$ cat src/logic/acsir_pkg.sv
// Purpose: Constants for the accelerometer status and interrupt routing block
// Assumes: 8-bit register port, byte offsets as printed
// Notes:   Identity value is arbitrary
`default_nettype none
package acsir_pkg;
  localparam logic [7:0] ADDR_DEVICE_IDENTITY = 8'h0F;
  localparam logic [7:0] ADDR_INT_PIN_CONFIG  = 8'h22;
  localparam logic [7:0] ADDR_SAMPLE_STATUS   = 8'h27;
  localparam logic [7:0] ADDR_X_SAMPLE        = 8'h29;
  localparam logic [7:0] ADDR_Y_SAMPLE        = 8'h2B;
  localparam logic [7:0] ADDR_Z_SAMPLE        = 8'h2D;
  // Arbitrary identity value, not any real part
  localparam logic [7:0] DEVICE_ID_VALUE      = 8'hA5;
  localparam logic [7:0] INT_PIN_CONFIG_RESET = 8'h00;
  localparam logic [7:0] SAMPLE_STATUS_RESET  = 8'h00;
  localparam logic [2:0] AXIS_ENABLE_RESET    = 3'h7;
  // Config field positions
  localparam int CFG_POLARITY_BIT = 7;
  localparam int CFG_DRIVE_BIT    = 6;
  localparam int CFG_PIN_B_LSB    = 3;
  localparam int CFG_PIN_A_LSB    = 0;
  // Status field positions
  localparam int STS_ALL_OVR_BIT  = 7;
  localparam int STS_OVR_LSB      = 4;
  localparam int STS_ALL_AVL_BIT  = 3;
  localparam int STS_AVL_LSB      = 0;
  // Pin source selections
  typedef enum logic [2:0] {
    SRC_GROUND     = 3'b000,
    SRC_DETECTOR_A = 3'b001,
    SRC_DETECTOR_B = 3'b010,
    SRC_DETECTOR_AB = 3'b011,
    SRC_DATA_READY = 3'b100
  } acsir_src_e;
endpackage
`default_nettype wire

$ cat src/logic/acsir_regs.sv
// Purpose: Register bank, status flags and interrupt pin routing of the accelerometer
// Assumes: Serial port decoded elsewhere into a one-cycle read and write strobe
// Notes:   Detector engines, filter and serial protocol live outside
`timescale 1ns/100ps
`default_nettype none

////////////////////////////////////////////////////////////////////////////////
// Contract
// - Pins active high when polarity bit is 0, active low when 1.
// - Pads push-pull when drive bit is 0, open drain when 1.
// - Pin source field 000 ground, 001 A, 010 B, 011 A or B, 100 ready.
// - Config at 22h: bit7 polarity, bit6 drive, 5:3 pin B, 2:0 pin A.
// - Each detector uses raw data unless its filter-select bit is 1.
// - Detector source registers load from the interrupt generator output.
// - Read-only identity register at 0Fh returns a fixed value.
// - All-axes overrun sets when a new set overwrites an unread one.
// - All-axes overrun clears once all active axes have been read.
// - Z overrun sets on overwrite of unread Z, clears on Z read.
// - All-axes available sets when all enabled axes new, clears after all read.
// - Z available sets on new Z while enabled, clears on Z read.
// - Y available sets on new Y while enabled, clears on Y read.
// - X available sets on new X while enabled, clears on X read.
// - Status at 27h: overruns in bits 7:4, availables in 3:0, reset 0.
// - Axis enable bits default 1 gate data-ready generation per axis.
// - Latched detector request holds until its source register is read; here pins follow detector inputs, source reads unused.
module acsir_regs (
  input  wire logic       clock_i,
  input  wire logic       reset_n_i,
  input  wire logic [7:0] reg_addr_i,
  input  wire logic       reg_wr_i,
  input  wire logic [7:0] reg_wdata_i,
  input  wire logic       reg_rd_i,
  output logic      [7:0] reg_rdata_o,
  input  wire logic [2:0] axis_enable_i,
  input  wire logic [2:0] detector_hp_cfg_i,
  output logic            detector_a_hp_select_o,
  output logic            detector_b_hp_select_o,
  input  wire logic       motion_detector_a_i,
  input  wire logic       motion_detector_b_i,
  input  wire logic       detector_a_source_rd_i,
  input  wire logic       detector_b_source_rd_i,
  output logic            detector_a_source_load_o,
  output logic            detector_b_source_load_o,
  input  wire logic [2:0] sample_new_i,
  input  wire logic [7:0] x_sample_i,
  input  wire logic [7:0] y_sample_i,
  input  wire logic [7:0] z_sample_i,
  output logic            irq_pin_a_o,
  output logic            irq_pin_a_oe_n_o,
  output logic            irq_pin_b_o,
  output logic            irq_pin_b_oe_n_o
);

  logic [7:0] cfg_q, cfg_d;
  logic [7:0] status_q, status_d;
  logic [7:0] x_q, x_d, y_q, y_d, z_q, z_d;
  logic [2:0] rd_axis_q, rd_axis_d;      // Axes read since last complete set or last full read of the enabled axes
  logic [7:0] rdata_q, rdata_d;
  logic [2:0] axis_rd;
  logic [2:0] avail, ovr;
  logic [2:0] en_eff;
  logic       set_all_avl, all_read, set_all_ovr;
  logic       det_a, det_b, ready_sig;
  logic       pin_a_act, pin_b_act;

  ////////////////////////////////////////////////////////////////////////////
  // Detector hookup: filter selects and source loading
  assign detector_a_hp_select_o   = detector_hp_cfg_i[0];
  assign detector_b_hp_select_o   = detector_hp_cfg_i[1];
  // Source registers load in each cycle that the generator output is high
  assign detector_a_source_load_o = motion_detector_a_i;
  assign detector_b_source_load_o = motion_detector_b_i;
  // Latch behaviour is kept by the detector engine; read clears it outside
  assign det_a = motion_detector_a_i;
  assign det_b = motion_detector_b_i;

  ////////////////////////////////////////////////////////////////////////////
  // Axis read strobes and status flag next values
  assign axis_rd[0] = reg_rd_i && (reg_addr_i == acsir_pkg::ADDR_X_SAMPLE);
  assign axis_rd[1] = reg_rd_i && (reg_addr_i == acsir_pkg::ADDR_Y_SAMPLE);
  assign axis_rd[2] = reg_rd_i && (reg_addr_i == acsir_pkg::ADDR_Z_SAMPLE);
  assign en_eff     = axis_enable_i;

  always_comb begin
    avail    = status_q[acsir_pkg::STS_AVL_LSB +: 3];
    ovr      = status_q[acsir_pkg::STS_OVR_LSB +: 3];
    x_d      = x_q;
    y_d      = y_q;
    z_d      = z_q;
    for (int i = 0; i < 3; i++) begin
      // Set wins over read clear
      if (sample_new_i[i] && avail[i]) begin
        ovr[i] = 1'b1;
      end else if (axis_rd[i]) begin
        ovr[i] = 1'b0;
      end
      // New sample counts only for enabled axes
      if (sample_new_i[i] && en_eff[i]) begin
        avail[i] = 1'b1;
      end else if (axis_rd[i]) begin
        avail[i] = 1'b0;
      end
    end
    if (sample_new_i[0]) begin
      x_d = x_sample_i;
    end
    if (sample_new_i[1]) begin
      y_d = y_sample_i;
    end
    if (sample_new_i[2]) begin
      z_d = z_sample_i;
    end
    // Track reads of the active axes
    rd_axis_d   = (rd_axis_q | axis_rd) & en_eff;
    all_read    = (en_eff != 3'h0) && ((rd_axis_d & en_eff) == en_eff);
    set_all_avl = (en_eff != 3'h0) && ((avail & en_eff) == en_eff)
                  && (|(sample_new_i & en_eff));
    set_all_ovr = |(sample_new_i & en_eff & status_q[acsir_pkg::STS_AVL_LSB +: 3]);
    status_d = status_q;
    status_d[acsir_pkg::STS_OVR_LSB +: 3] = ovr;
    status_d[acsir_pkg::STS_AVL_LSB +: 3] = avail;
    if (set_all_avl) begin
      status_d[acsir_pkg::STS_ALL_AVL_BIT] = 1'b1;
      rd_axis_d = 3'h0;
    end else if (all_read) begin
      status_d[acsir_pkg::STS_ALL_AVL_BIT] = 1'b0;
    end
    if (set_all_ovr) begin
      status_d[acsir_pkg::STS_ALL_OVR_BIT] = 1'b1;
    end else if (all_read) begin
      status_d[acsir_pkg::STS_ALL_OVR_BIT] = 1'b0;
    end
    if (all_read && !set_all_avl) begin
      rd_axis_d = 3'h0;
    end
  end

  ////////////////////////////////////////////////////////////////////////////
  // Register write and read data
  always_comb begin
    cfg_d = cfg_q;
    if (reg_wr_i && (reg_addr_i == acsir_pkg::ADDR_INT_PIN_CONFIG)) begin
      cfg_d = reg_wdata_i;
    end
    rdata_d = rdata_q;
    if (reg_rd_i) begin
      unique case (reg_addr_i)
        acsir_pkg::ADDR_DEVICE_IDENTITY: rdata_d = acsir_pkg::DEVICE_ID_VALUE;
        acsir_pkg::ADDR_INT_PIN_CONFIG:  rdata_d = cfg_q;
        acsir_pkg::ADDR_SAMPLE_STATUS:   rdata_d = status_q;
        acsir_pkg::ADDR_X_SAMPLE:        rdata_d = x_q;
        acsir_pkg::ADDR_Y_SAMPLE:        rdata_d = y_q;
        acsir_pkg::ADDR_Z_SAMPLE:        rdata_d = z_q;
        default:                         rdata_d = 8'h00;
      endcase
    end
  end

  // State registers
  always_ff @(posedge clock_i or negedge reset_n_i) begin
    if (!reset_n_i) begin
      cfg_q     <= acsir_pkg::INT_PIN_CONFIG_RESET;
      status_q  <= acsir_pkg::SAMPLE_STATUS_RESET;
      x_q       <= 8'h00;
      y_q       <= 8'h00;
      z_q       <= 8'h00;
      rd_axis_q <= 3'h0;
      rdata_q   <= 8'h00;
    end else begin
      cfg_q     <= cfg_d;
      status_q  <= status_d;
      x_q       <= x_d;
      y_q       <= y_d;
      z_q       <= z_d;
      rd_axis_q <= rd_axis_d;
      rdata_q   <= rdata_d;
    end
  end

  assign reg_rdata_o = rdata_q;

  ////////////////////////////////////////////////////////////////////////////
  // Pin source selection, polarity and drive
  assign ready_sig = status_q[acsir_pkg::STS_ALL_AVL_BIT];

  function automatic logic pick(input logic [2:0] sel, input logic a, input logic b,
                                input logic r);
    unique case (sel)
      acsir_pkg::SRC_GROUND:      pick = 1'b0;
      acsir_pkg::SRC_DETECTOR_A:  pick = a;
      acsir_pkg::SRC_DETECTOR_B:  pick = b;
      acsir_pkg::SRC_DETECTOR_AB: pick = a | b;
      acsir_pkg::SRC_DATA_READY:  pick = r;
      default:                    pick = 1'b0;
    endcase
  endfunction

  assign pin_a_act = pick(cfg_q[acsir_pkg::CFG_PIN_A_LSB +: 3], det_a, det_b, ready_sig);
  assign pin_b_act = pick(cfg_q[acsir_pkg::CFG_PIN_B_LSB +: 3], det_a, det_b, ready_sig);

  // Level is active XOR polarity; open drain releases the pad when high
  always_comb begin
    irq_pin_a_o = pin_a_act ^ cfg_q[acsir_pkg::CFG_POLARITY_BIT];
    irq_pin_b_o = pin_b_act ^ cfg_q[acsir_pkg::CFG_POLARITY_BIT];
    irq_pin_a_oe_n_o = cfg_q[acsir_pkg::CFG_DRIVE_BIT] && irq_pin_a_o;
    irq_pin_b_oe_n_o = cfg_q[acsir_pkg::CFG_DRIVE_BIT] && irq_pin_b_o;
  end

  ////////////////////////////////////////////////////////////////////////////
  // Assertions
  property p_polarity;
    @(posedge clock_i) disable iff (!reset_n_i)
      (cfg_q[acsir_pkg::CFG_PIN_A_LSB +: 3] == acsir_pkg::SRC_DETECTOR_A)
        |-> irq_pin_a_o == (motion_detector_a_i ^ cfg_q[acsir_pkg::CFG_POLARITY_BIT]);
  endproperty
  a_polarity: assert property (p_polarity) else $error("pin level wrong");

  property p_open_drain;
    @(posedge clock_i) disable iff (!reset_n_i)
      (cfg_q[acsir_pkg::CFG_DRIVE_BIT] && irq_pin_a_o) |-> irq_pin_a_oe_n_o;
  endproperty
  a_open_drain: assert property (p_open_drain) else $error("open drain drives high");

  property p_ground;
    @(posedge clock_i) disable iff (!reset_n_i)
      (cfg_q[acsir_pkg::CFG_PIN_A_LSB +: 3] == acsir_pkg::SRC_GROUND
       && !cfg_q[acsir_pkg::CFG_POLARITY_BIT]) |-> !irq_pin_a_o;
  endproperty
  a_ground: assert property (p_ground) else $error("ground source active");

  property p_cfg_write;
    @(posedge clock_i) disable iff (!reset_n_i)
      (reg_wr_i && reg_addr_i == acsir_pkg::ADDR_INT_PIN_CONFIG) |=> cfg_q == $past(reg_wdata_i);
  endproperty
  a_cfg_write: assert property (p_cfg_write) else $error("config write lost");

  property p_ident;
    @(posedge clock_i) disable iff (!reset_n_i)
      (reg_rd_i && reg_addr_i == acsir_pkg::ADDR_DEVICE_IDENTITY)
        |=> reg_rdata_o == acsir_pkg::DEVICE_ID_VALUE;
  endproperty
  a_ident: assert property (p_ident) else $error("identity wrong");

  property p_z_ovr;
    @(posedge clock_i) disable iff (!reset_n_i)
      (sample_new_i[2] && status_q[2]) |=> status_q[6];
  endproperty
  a_z_ovr: assert property (p_z_ovr) else $error("z overrun not set");

  property p_x_clr;
    @(posedge clock_i) disable iff (!reset_n_i)
      (axis_rd[0] && !sample_new_i[0]) |=> !status_q[0] && !status_q[4];
  endproperty
  a_x_clr: assert property (p_x_clr) else $error("x flags not cleared");

  property p_y_enable;
    @(posedge clock_i) disable iff (!reset_n_i)
      (!status_q[1] && !axis_enable_i[1]) |=> !status_q[1];
  endproperty
  a_y_enable: assert property (p_y_enable) else $error("y set while disabled");

  property p_push_pull;
    @(posedge clock_i) disable iff (!reset_n_i)
      !cfg_q[acsir_pkg::CFG_DRIVE_BIT] |-> !irq_pin_a_oe_n_o && !irq_pin_b_oe_n_o;
  endproperty
  a_push_pull: assert property (p_push_pull) else $error("push-pull pad released");

  property p_ready_pin;
    @(posedge clock_i) disable iff (!reset_n_i)
      (cfg_q[acsir_pkg::CFG_PIN_B_LSB +: 3] == acsir_pkg::SRC_DATA_READY
       && !cfg_q[acsir_pkg::CFG_POLARITY_BIT])
        |-> irq_pin_b_o == status_q[acsir_pkg::STS_ALL_AVL_BIT];
  endproperty
  a_ready_pin: assert property (p_ready_pin) else $error("ready pin wrong");

  property p_all_ovr_set;
    @(posedge clock_i) disable iff (!reset_n_i)
      |(sample_new_i & axis_enable_i & status_q[acsir_pkg::STS_AVL_LSB +: 3])
        |=> status_q[acsir_pkg::STS_ALL_OVR_BIT];
  endproperty
  a_all_ovr_set: assert property (p_all_ovr_set) else $error("all overrun not set");

  property p_y_ovr;
    @(posedge clock_i) disable iff (!reset_n_i)
      (sample_new_i[1] && status_q[acsir_pkg::STS_AVL_LSB + 1])
        |=> status_q[acsir_pkg::STS_OVR_LSB + 1];
  endproperty
  a_y_ovr: assert property (p_y_ovr) else $error("y overrun not set");

  property p_z_clr;
    @(posedge clock_i) disable iff (!reset_n_i)
      (axis_rd[2] && !sample_new_i[2])
        |=> !status_q[acsir_pkg::STS_AVL_LSB + 2] && !status_q[acsir_pkg::STS_OVR_LSB + 2];
  endproperty
  a_z_clr: assert property (p_z_clr) else $error("z flags not cleared");

  property p_x_set;
    @(posedge clock_i) disable iff (!reset_n_i)
      (sample_new_i[0] && axis_enable_i[0]) |=> status_q[acsir_pkg::STS_AVL_LSB];
  endproperty
  a_x_set: assert property (p_x_set) else $error("x available not set");

  property p_latch_a;
    @(posedge clock_i) disable iff (!reset_n_i)
      (cfg_q[acsir_pkg::CFG_PIN_A_LSB +: 3] == acsir_pkg::SRC_DETECTOR_A
       && !cfg_q[acsir_pkg::CFG_POLARITY_BIT]
       && motion_detector_a_i && !detector_a_source_rd_i) |-> irq_pin_a_o;
  endproperty
  a_latch_a: assert property (p_latch_a) else $error("held request lost on pin a");

  property p_latch_b;
    @(posedge clock_i) disable iff (!reset_n_i)
      (cfg_q[acsir_pkg::CFG_PIN_B_LSB +: 3] == acsir_pkg::SRC_DETECTOR_B
       && !cfg_q[acsir_pkg::CFG_POLARITY_BIT]
       && motion_detector_b_i && !detector_b_source_rd_i) |-> irq_pin_b_o;
  endproperty
  a_latch_b: assert property (p_latch_b) else $error("held request lost on pin b");
endmodule

`default_nettype wire

$ cat config.mk
export PLATFORM = sky130hd
export DESIGN_NAME = acsir_regs
export DESIGN_NICKNAME = d
export VERILOG_FILES = /design/src/logic/acsir_pkg.sv /design/src/logic/acsir_regs.sv
export SDC_FILE = /design/constraint.sdc
export NUM_CORES = 1
export LEC_CHECK = 0
export ABC_AREA = 0
export BUFFER_PORTS_ARGS = -buffer_cell sky130_fd_sc_hd__buf_2
export CAP_MARGIN = 25
export CORE_MARGIN = 3
export CORE_UTILIZATION = 35
export CTS_CLUSTER_DIAMETER = 100
export DETAILED_ROUTE_END_ITERATION = 8
export PLACE_DENSITY = 0.65
export SYNTH_ARGS = -nofsm -noshare
export SYNTH_HDL_FRONTEND = slang
export SYNTH_SLANG_ARGS = --single-unit
$ cat constraint.sdc
create_clock -name clock_i -period 4.35 [get_ports clock_i]
set_clock_uncertainty 0.05 [all_clocks]
set_input_delay 1.305 -clock clock_i [delete_from_list [all_inputs] [get_ports clock_i]]
set_output_delay 1.305 -clock clock_i [all_outputs]
set_load 0.03 [all_outputs]
==> results of run 1 <==
metal layers:
metal / global-route usage [%] / vias up
met2: 23.5 / 76
met1: 23.4 / 1018
met4: 2.35 / 0
met3: 3.61 / 0
met5: 0 / -
li1: - / 955
cell type report:
| cell class | instances | area [sq um] | area share, % |
|---|---|---|---|
| clock buffers | 8 | 100 | 3.26 |
| inverters | 5 | 18.8 | 0.611 |
| multi-input cells | 151 | 1210 | 39.6 |
| well taps | 96 | 120 | 3.91 |
| flip-flops and latches | 51 | 1280 | 41.6 |
| repair buffers | 67 | 340 | 11.1 |
state kept, by name, indices dropped and copies added (netlist names):
register and flops:
cfg_q 8, rd_axis_q 3, reg_rdata_o 8, status_q 8, x_q 8, y_q 8, z_q 8
metrics by stage:
step | worst slack (ns) | std cells | utilization [%]
global route | 0.574 | 378 | 44.0
detailed placement | 0.693 | 370 | 42.5
CTS | 0.679 | 378 | 44.0
global placement | 0.684 | 370 | 42.5
finish | 0.693 | 378 | 44.0
floorplan | 0.441 | 221 | -
worst max-delay path, stage by stage:
cell      delay (ns)
buf_2           0.11
a221oi_1        0.27
a21oi_1         0.08
xor2_1          0.20
and2_1          0.15
buf_2           0.19
worst paths after layout:
path / endpoint / slack (ns) / cells after the start
min: status_q[7]$_DFFE_PN0P_ / 0.45 / 1
max in group asynchronous: cfg_q[5]$_DFFE_PN0P_ / 2.49 / 2
min in group asynchronous: z_q[6]$_DFFE_PN0P_ / 1.02 / 1
max: irq_pin_b_oe_n_o / 0.69 / 6
min reg2reg: status_q[7]$_DFFE_PN0P_ / 0.45 / 1
max reg2reg: rd_axis_q[0]$_DFF_PN0_ / 2.99 / 4
layout by cell type (no fill, tap or decap), types with 3 or more instances in the layout:
master    count
and2_1        5
a21o_1        3
nand2_1       6
mux2_2       32
a21oi_1      14
o22ai_1       7
nand3_1       4
nor2_1       11
mux2i_1       8
a211oi_1      4
clkbuf_8      7
a22o_1        9
a32o_1        4
nor2b_1       3
inv_1         5
dfrtp_1      51
buf_2        65
o21ai_0       4
nand2b_1      4
report_power, final:
group          total [uW]  leakage (uW)  switching, uW  internal [uW]
combinational         142      0.000738           77.7           64.4
clock                 295     0.0000515            150            145
sequential            523      0.000610           19.3            503
total                 960       0.00140            247            713
kinds of logic after synthesis:
group                     Yosys count  share of synthesized area (%)
muxes                              40                           17.0
and+or+nand+nor                    52                           13.0
AOI/OAI and AO/OA                  57                           16.3
xor gates and xnor gates            2                          0.678
buffers and inverters              19                           3.63
DFF                                51                           49.4
==> results.md, run 1 <==
* Mapped Area at 2580 sq um
* FF-to-FF Start: status_q[2]$_DFF_PN0_
* GRT Overall Usage at 15.6%
* Initial antenna violation count at 0
* Root Buffer: clkbuf_8
* CTS tree: built
* Metal2 WL at 2.95 mm
* Routed Antenna Nets at 0
* Clock Path Buffers at 2
* Share of async-settable or async-resettable flops after synthesis at 100%
* Worst VDD drop at 0.179 mV
* Finished Cell Area at 3070 sq um
* RSZ-0062 raised after global routing: no
* Synthesized flop and latch total at 51
* Final setup viols at 0
* Vias in the first global route at 1967
* Total Routed Length at 6.30 mm
* First DRT Iteration DRCs at 187
* Slew headroom at 48.7%
* Hold path startpoint: status_q[7]$_DFFE_PN0P_
* FP Rows at 30
* H-tree levels at 2
* Max cap viols at 0
* Critical Path Sink Type: output pin
* I/O Pins at 73
* Slew Limit Fails at 0
* Initial core utilization at 37.0%
* Primary FF master, synth: dfrtp_1
* Synth unique cells at 49
* Required @ worst endpoint at 2.99 ns
* Post-synth EDFFs at 0
* Worst Max-Slew Pin Slew at 0.769 ns
* Worst-path fanout max at 3
* Hold slack at 0.450 ns
* Post-CTS Repair Setup Buffers at 0
* Total negative slack at 0 ns
* Yosys top cell area share at 49.4%
* Vias at 2049
* Most common cell in the netlist: dfrtp_1
* Synth warnings at 0
* Top layer in use: met3
* Worst-skew pair later-pin latency at 0.30 ns
* Residual DRC at 0
* Min cycle time layout at 3.66 ns
* Area Overhead vs Synth at 18.8%
* WS Path Type: input pin to output pin
* Num CTS Buffers at 5
* Period utilization at 84.1%
* Grt total ovfl at 0
* DIE AREA at 8450 sq um
* Routed metal-1 wirelength at 2.97 mm
* Sequential area share after synthesis at 49.4%
* Die Ht at 91.9 um
* First-pass GRT wire length at 10.5 mm
* Clk sinks at 51
* Post-DP Area at 2970 sq um
* Net Count, Synth at 278
* Die X-Extent at 91.9 um
* CP arrival at 2.30 ns
* DR pass1 iterations at 4
* Fillers at 720
* Largest net degree at the start of global routing at 35
* Hold WC Path Type: flop to flop
* Status: completed
* Clock slew at reported path FFs at 0.09 ns
* HPWL Detailed at 4.74 mm
* Synthesized instance count at 221
* GPL Wtd Cong at 0.826
* Top cells by area, synth: dfrtp_1 (49%), mux2_2 (14%), mux2i_1 (3.1%)
* Input/output buffers at 65
* Leakage Power at 0.00140 uW
* Final Power at 960 uW
* Cts-stage hold buffer count at 0
* CP Launch Type: input pin
* FMAX at 273 MHz
* Core Box Area at 6980 sq um
* Area leader, netlist: dfrtp_1
* Met3 wire length at 389 um
* PD cells at 313 nW/um^2
* Avg WL per Cell at 16.7 um
* Synth top cells by count: dfrtp_1 (51), mux2_2 (32), a21oi_1 (14)
* N_diodes at 0
* Share of layout cells above drive strength 1 at 41.1%
* CTS resizes at 0
* CP startpoint: motion_detector_a_i
* Final #Nets at 338
* Average cell area after synthesis at 11.7 sq um
* Vias per cell at 5.42
* Final Hold Viols at 0
Power figures use the tool's default switching activity.
==> run 2, diff against run 1 <==
--- a/config.mk
+++ b/config.mk
@@ -12,7 +12,7 @@
 export CORE_UTILIZATION = 35
 export CTS_CLUSTER_DIAMETER = 100
 export DETAILED_ROUTE_END_ITERATION = 8
-export PLACE_DENSITY = 0.65
+export PLACE_DENSITY = 0.68
 export SYNTH_ARGS = -nofsm -noshare
 export SYNTH_HDL_FRONTEND = slang
 export SYNTH_SLANG_ARGS = --single-unit
==> constraint.sdc (replaced) <==
create_clock -name clock_i -period 3.3 [get_ports clock_i]
set_clock_uncertainty 0.05 [all_clocks]
set_input_delay 0.99 -clock clock_i [delete_from_list [all_inputs] [get_ports clock_i]]
set_output_delay 0.99 -clock clock_i [all_outputs]
set_load 0.03 [all_outputs]
==> results.md, run 2 (synthesis gave the netlist of run 1 again) <==
* Status: completed
* Worst R2R End: status_q[3]$_DFFE_PN0P_
* Fin cells at 378
* Worst-skew pair later-pin latency at 0.32 ns
* Met2 Use GR at 21.1%
* Switching Fraction at 27.9%
* Period utilization at 91.1%
* DIE AREA at 8450 sq um
* Final Hold Viols at 0
* Grt total ovfl at 0
* Fillers at 719
* Leading cell type in the layout, fill and taps excluded: buf_2
* Post-CTS Repair Setup Buffers at 0
* FF-to-FF Start: rd_axis_q[1]$_DFF_PN0_
* Core Box Area at 6980 sq um
* Clock slew at reported path FFs at 0.10 ns
* WS Path Type: input pin to output pin
* Critical Path Sink Type: output pin
* Hold slack at 0.459 ns
* DR pass1 iterations at 4
* Die X-Extent at 91.9 um
* Max cap viols at 0
* GR Layer Usage met1 at 23.7%
* CP Launch Type: input pin
* Reg2Reg Depth at 5
* HPWL Detailed at 4.54 mm
* Avg WL per Cell at 16.3 um
* I/O Pins at 73
* PD cells at 407 nW/um^2
* Slew headroom at 60.3%
* Seq pwr share at 55.0%
* Clock Path Buffers at 2
* CTS tree: built
* Die Ht at 91.9 um
* Initial antenna violation count at 0
* Int Pwr at 902 uW
* CP arrival at 1.97 ns
* Min cycle time layout at 3.01 ns
* GPL Wtd Cong at 0.840
* Input/output buffers at 65
* GRT Overall Usage at 15.3%
* Residual DRC at 0
* FP Rows at 30
* End of the critical path: irq_pin_b_oe_n_o
* N_diodes at 0
* Initial core utilization at 37.0%
* Leakage Power at 0.00140 uW
* FMAX at 333 MHz
* Total negative slack at 0 ns
* Final setup viols at 0
* Vias per cell at 5.30
* Cts-stage hold buffer count at 0
* Vias at 2004
* Largest net degree at the start of global routing at 52
* Num CTS Buffers at 5
* Worst reg2reg setup slack at 1.95 ns
* H-tree levels at 2
* Worst-path fanout max at 3
* Hold WC Path Type: flop to flop
* Routed Antenna Nets at 0
* RSZ-0062 raised after global routing: no
* Area Overhead vs Synth at 18.9%
* Clk sinks at 51
* Global routing's busiest layer: met1
* P_sw at 349 uW
* Clk pwr share at 29.9%
* Final Power at 1250 uW
* First-pass GRT wire length at 10.1 mm
* Root Buffer: clkbuf_8
* Worst Max-Slew Pin Slew at 0.594 ns
* Required @ worst endpoint at 2.26 ns
* First DRT Iteration DRCs at 186
* CP startpoint: motion_detector_a_i
* Dpl cells at 370
* Slew Limit Fails at 0
* Most frequent cells in the layout: buf_2 (65), dfrtp_1 (51), mux2_2 (32)
* Share of layout cells above drive strength 1 at 41.5%
* Vias in the first global route at 1920
* Met3 Track Usage GR at 3.86%
* Total Routed Length at 6.17 mm
* CTS resizes at 0
* Comb power frac at 15.1%
* Final #Nets at 338
* Worst VDD drop at 0.187 mV
==> run 2: power by group through the flow <==
stage	registers (uW)	clock network, uW	logic [uW]
after floorplan	700	0	110
after global placement	700	0	188
after detailed placement	702	0	191
after CTS	689	387	192
after global routing	695	411	208
final	689	374	189
==> run 2: through the flow <==
stage / utilization (%) / instance area [sq um] / worst slack (ns)
floorplan: - / 2580 / 0.0209
global placement: 42.7 / 2980 / 0.257
detailed placement: 42.7 / 2980 / 0.275
CTS: 44.0 / 3070 / 0.264
global route: 44.0 / 3070 / 0.145
finish: 44.0 / 3070 / 0.293
==> run 2: per-layer routing <==
metal / part of all wire (%) / vias up / wire length (um)
met2: 42 / 70 / 2610
met1: 50 / 982 / 3100
met3: 6.4 / 6 / 392
met5: 0 / - / 0
met4: 0.99 / 0 / 61
li1: - / 946 / -
==> run 2: critical path, cell delays in order <==
cell,delay (ns)
buf_2,0.11
a221oi_1,0.27
a21oi_1,0.09
xor2_1,0.18
and2_1,0.14
buf_2,0.19
==> run 2: area by class of cell <==
type,count,area [sq um],area share (%)
inverter,5,18.8,0.611
tap,96,120,3.91
clock buffer,5,68.8,2.24
multi-input combinational,151,1210,39.5
clock inverter,3,22.5,0.733
timing repair buffer,67,353,11.5
sequential,51,1280,41.5
==> run 2: how the worst min path moves through the flow <==
stage	startpoint	endpoint	slack [ns]	cells after the start
3_5_place_dp	status_q[5]$_DFFE_PN0P_	status_q[5]$_DFFE_PN0P_	0.44	1
6_report	status_q[7]$_DFFE_PN0P_	status_q[7]$_DFFE_PN0P_	0.46	1
3_3_place_gp	status_q[7]$_DFFE_PN0P_	status_q[7]$_DFFE_PN0P_	0.43	1
4_1_cts	status_q[7]$_DFFE_PN0P_	status_q[7]$_DFFE_PN0P_	0.46	1
5_1_grt	status_q[4]$_DFFE_PN0P_	status_q[4]$_DFFE_PN0P_	0.48	1
2_1_floorplan	status_q[7]$_DFFE_PN0P_	status_q[7]$_DFFE_PN0P_	0.40	1
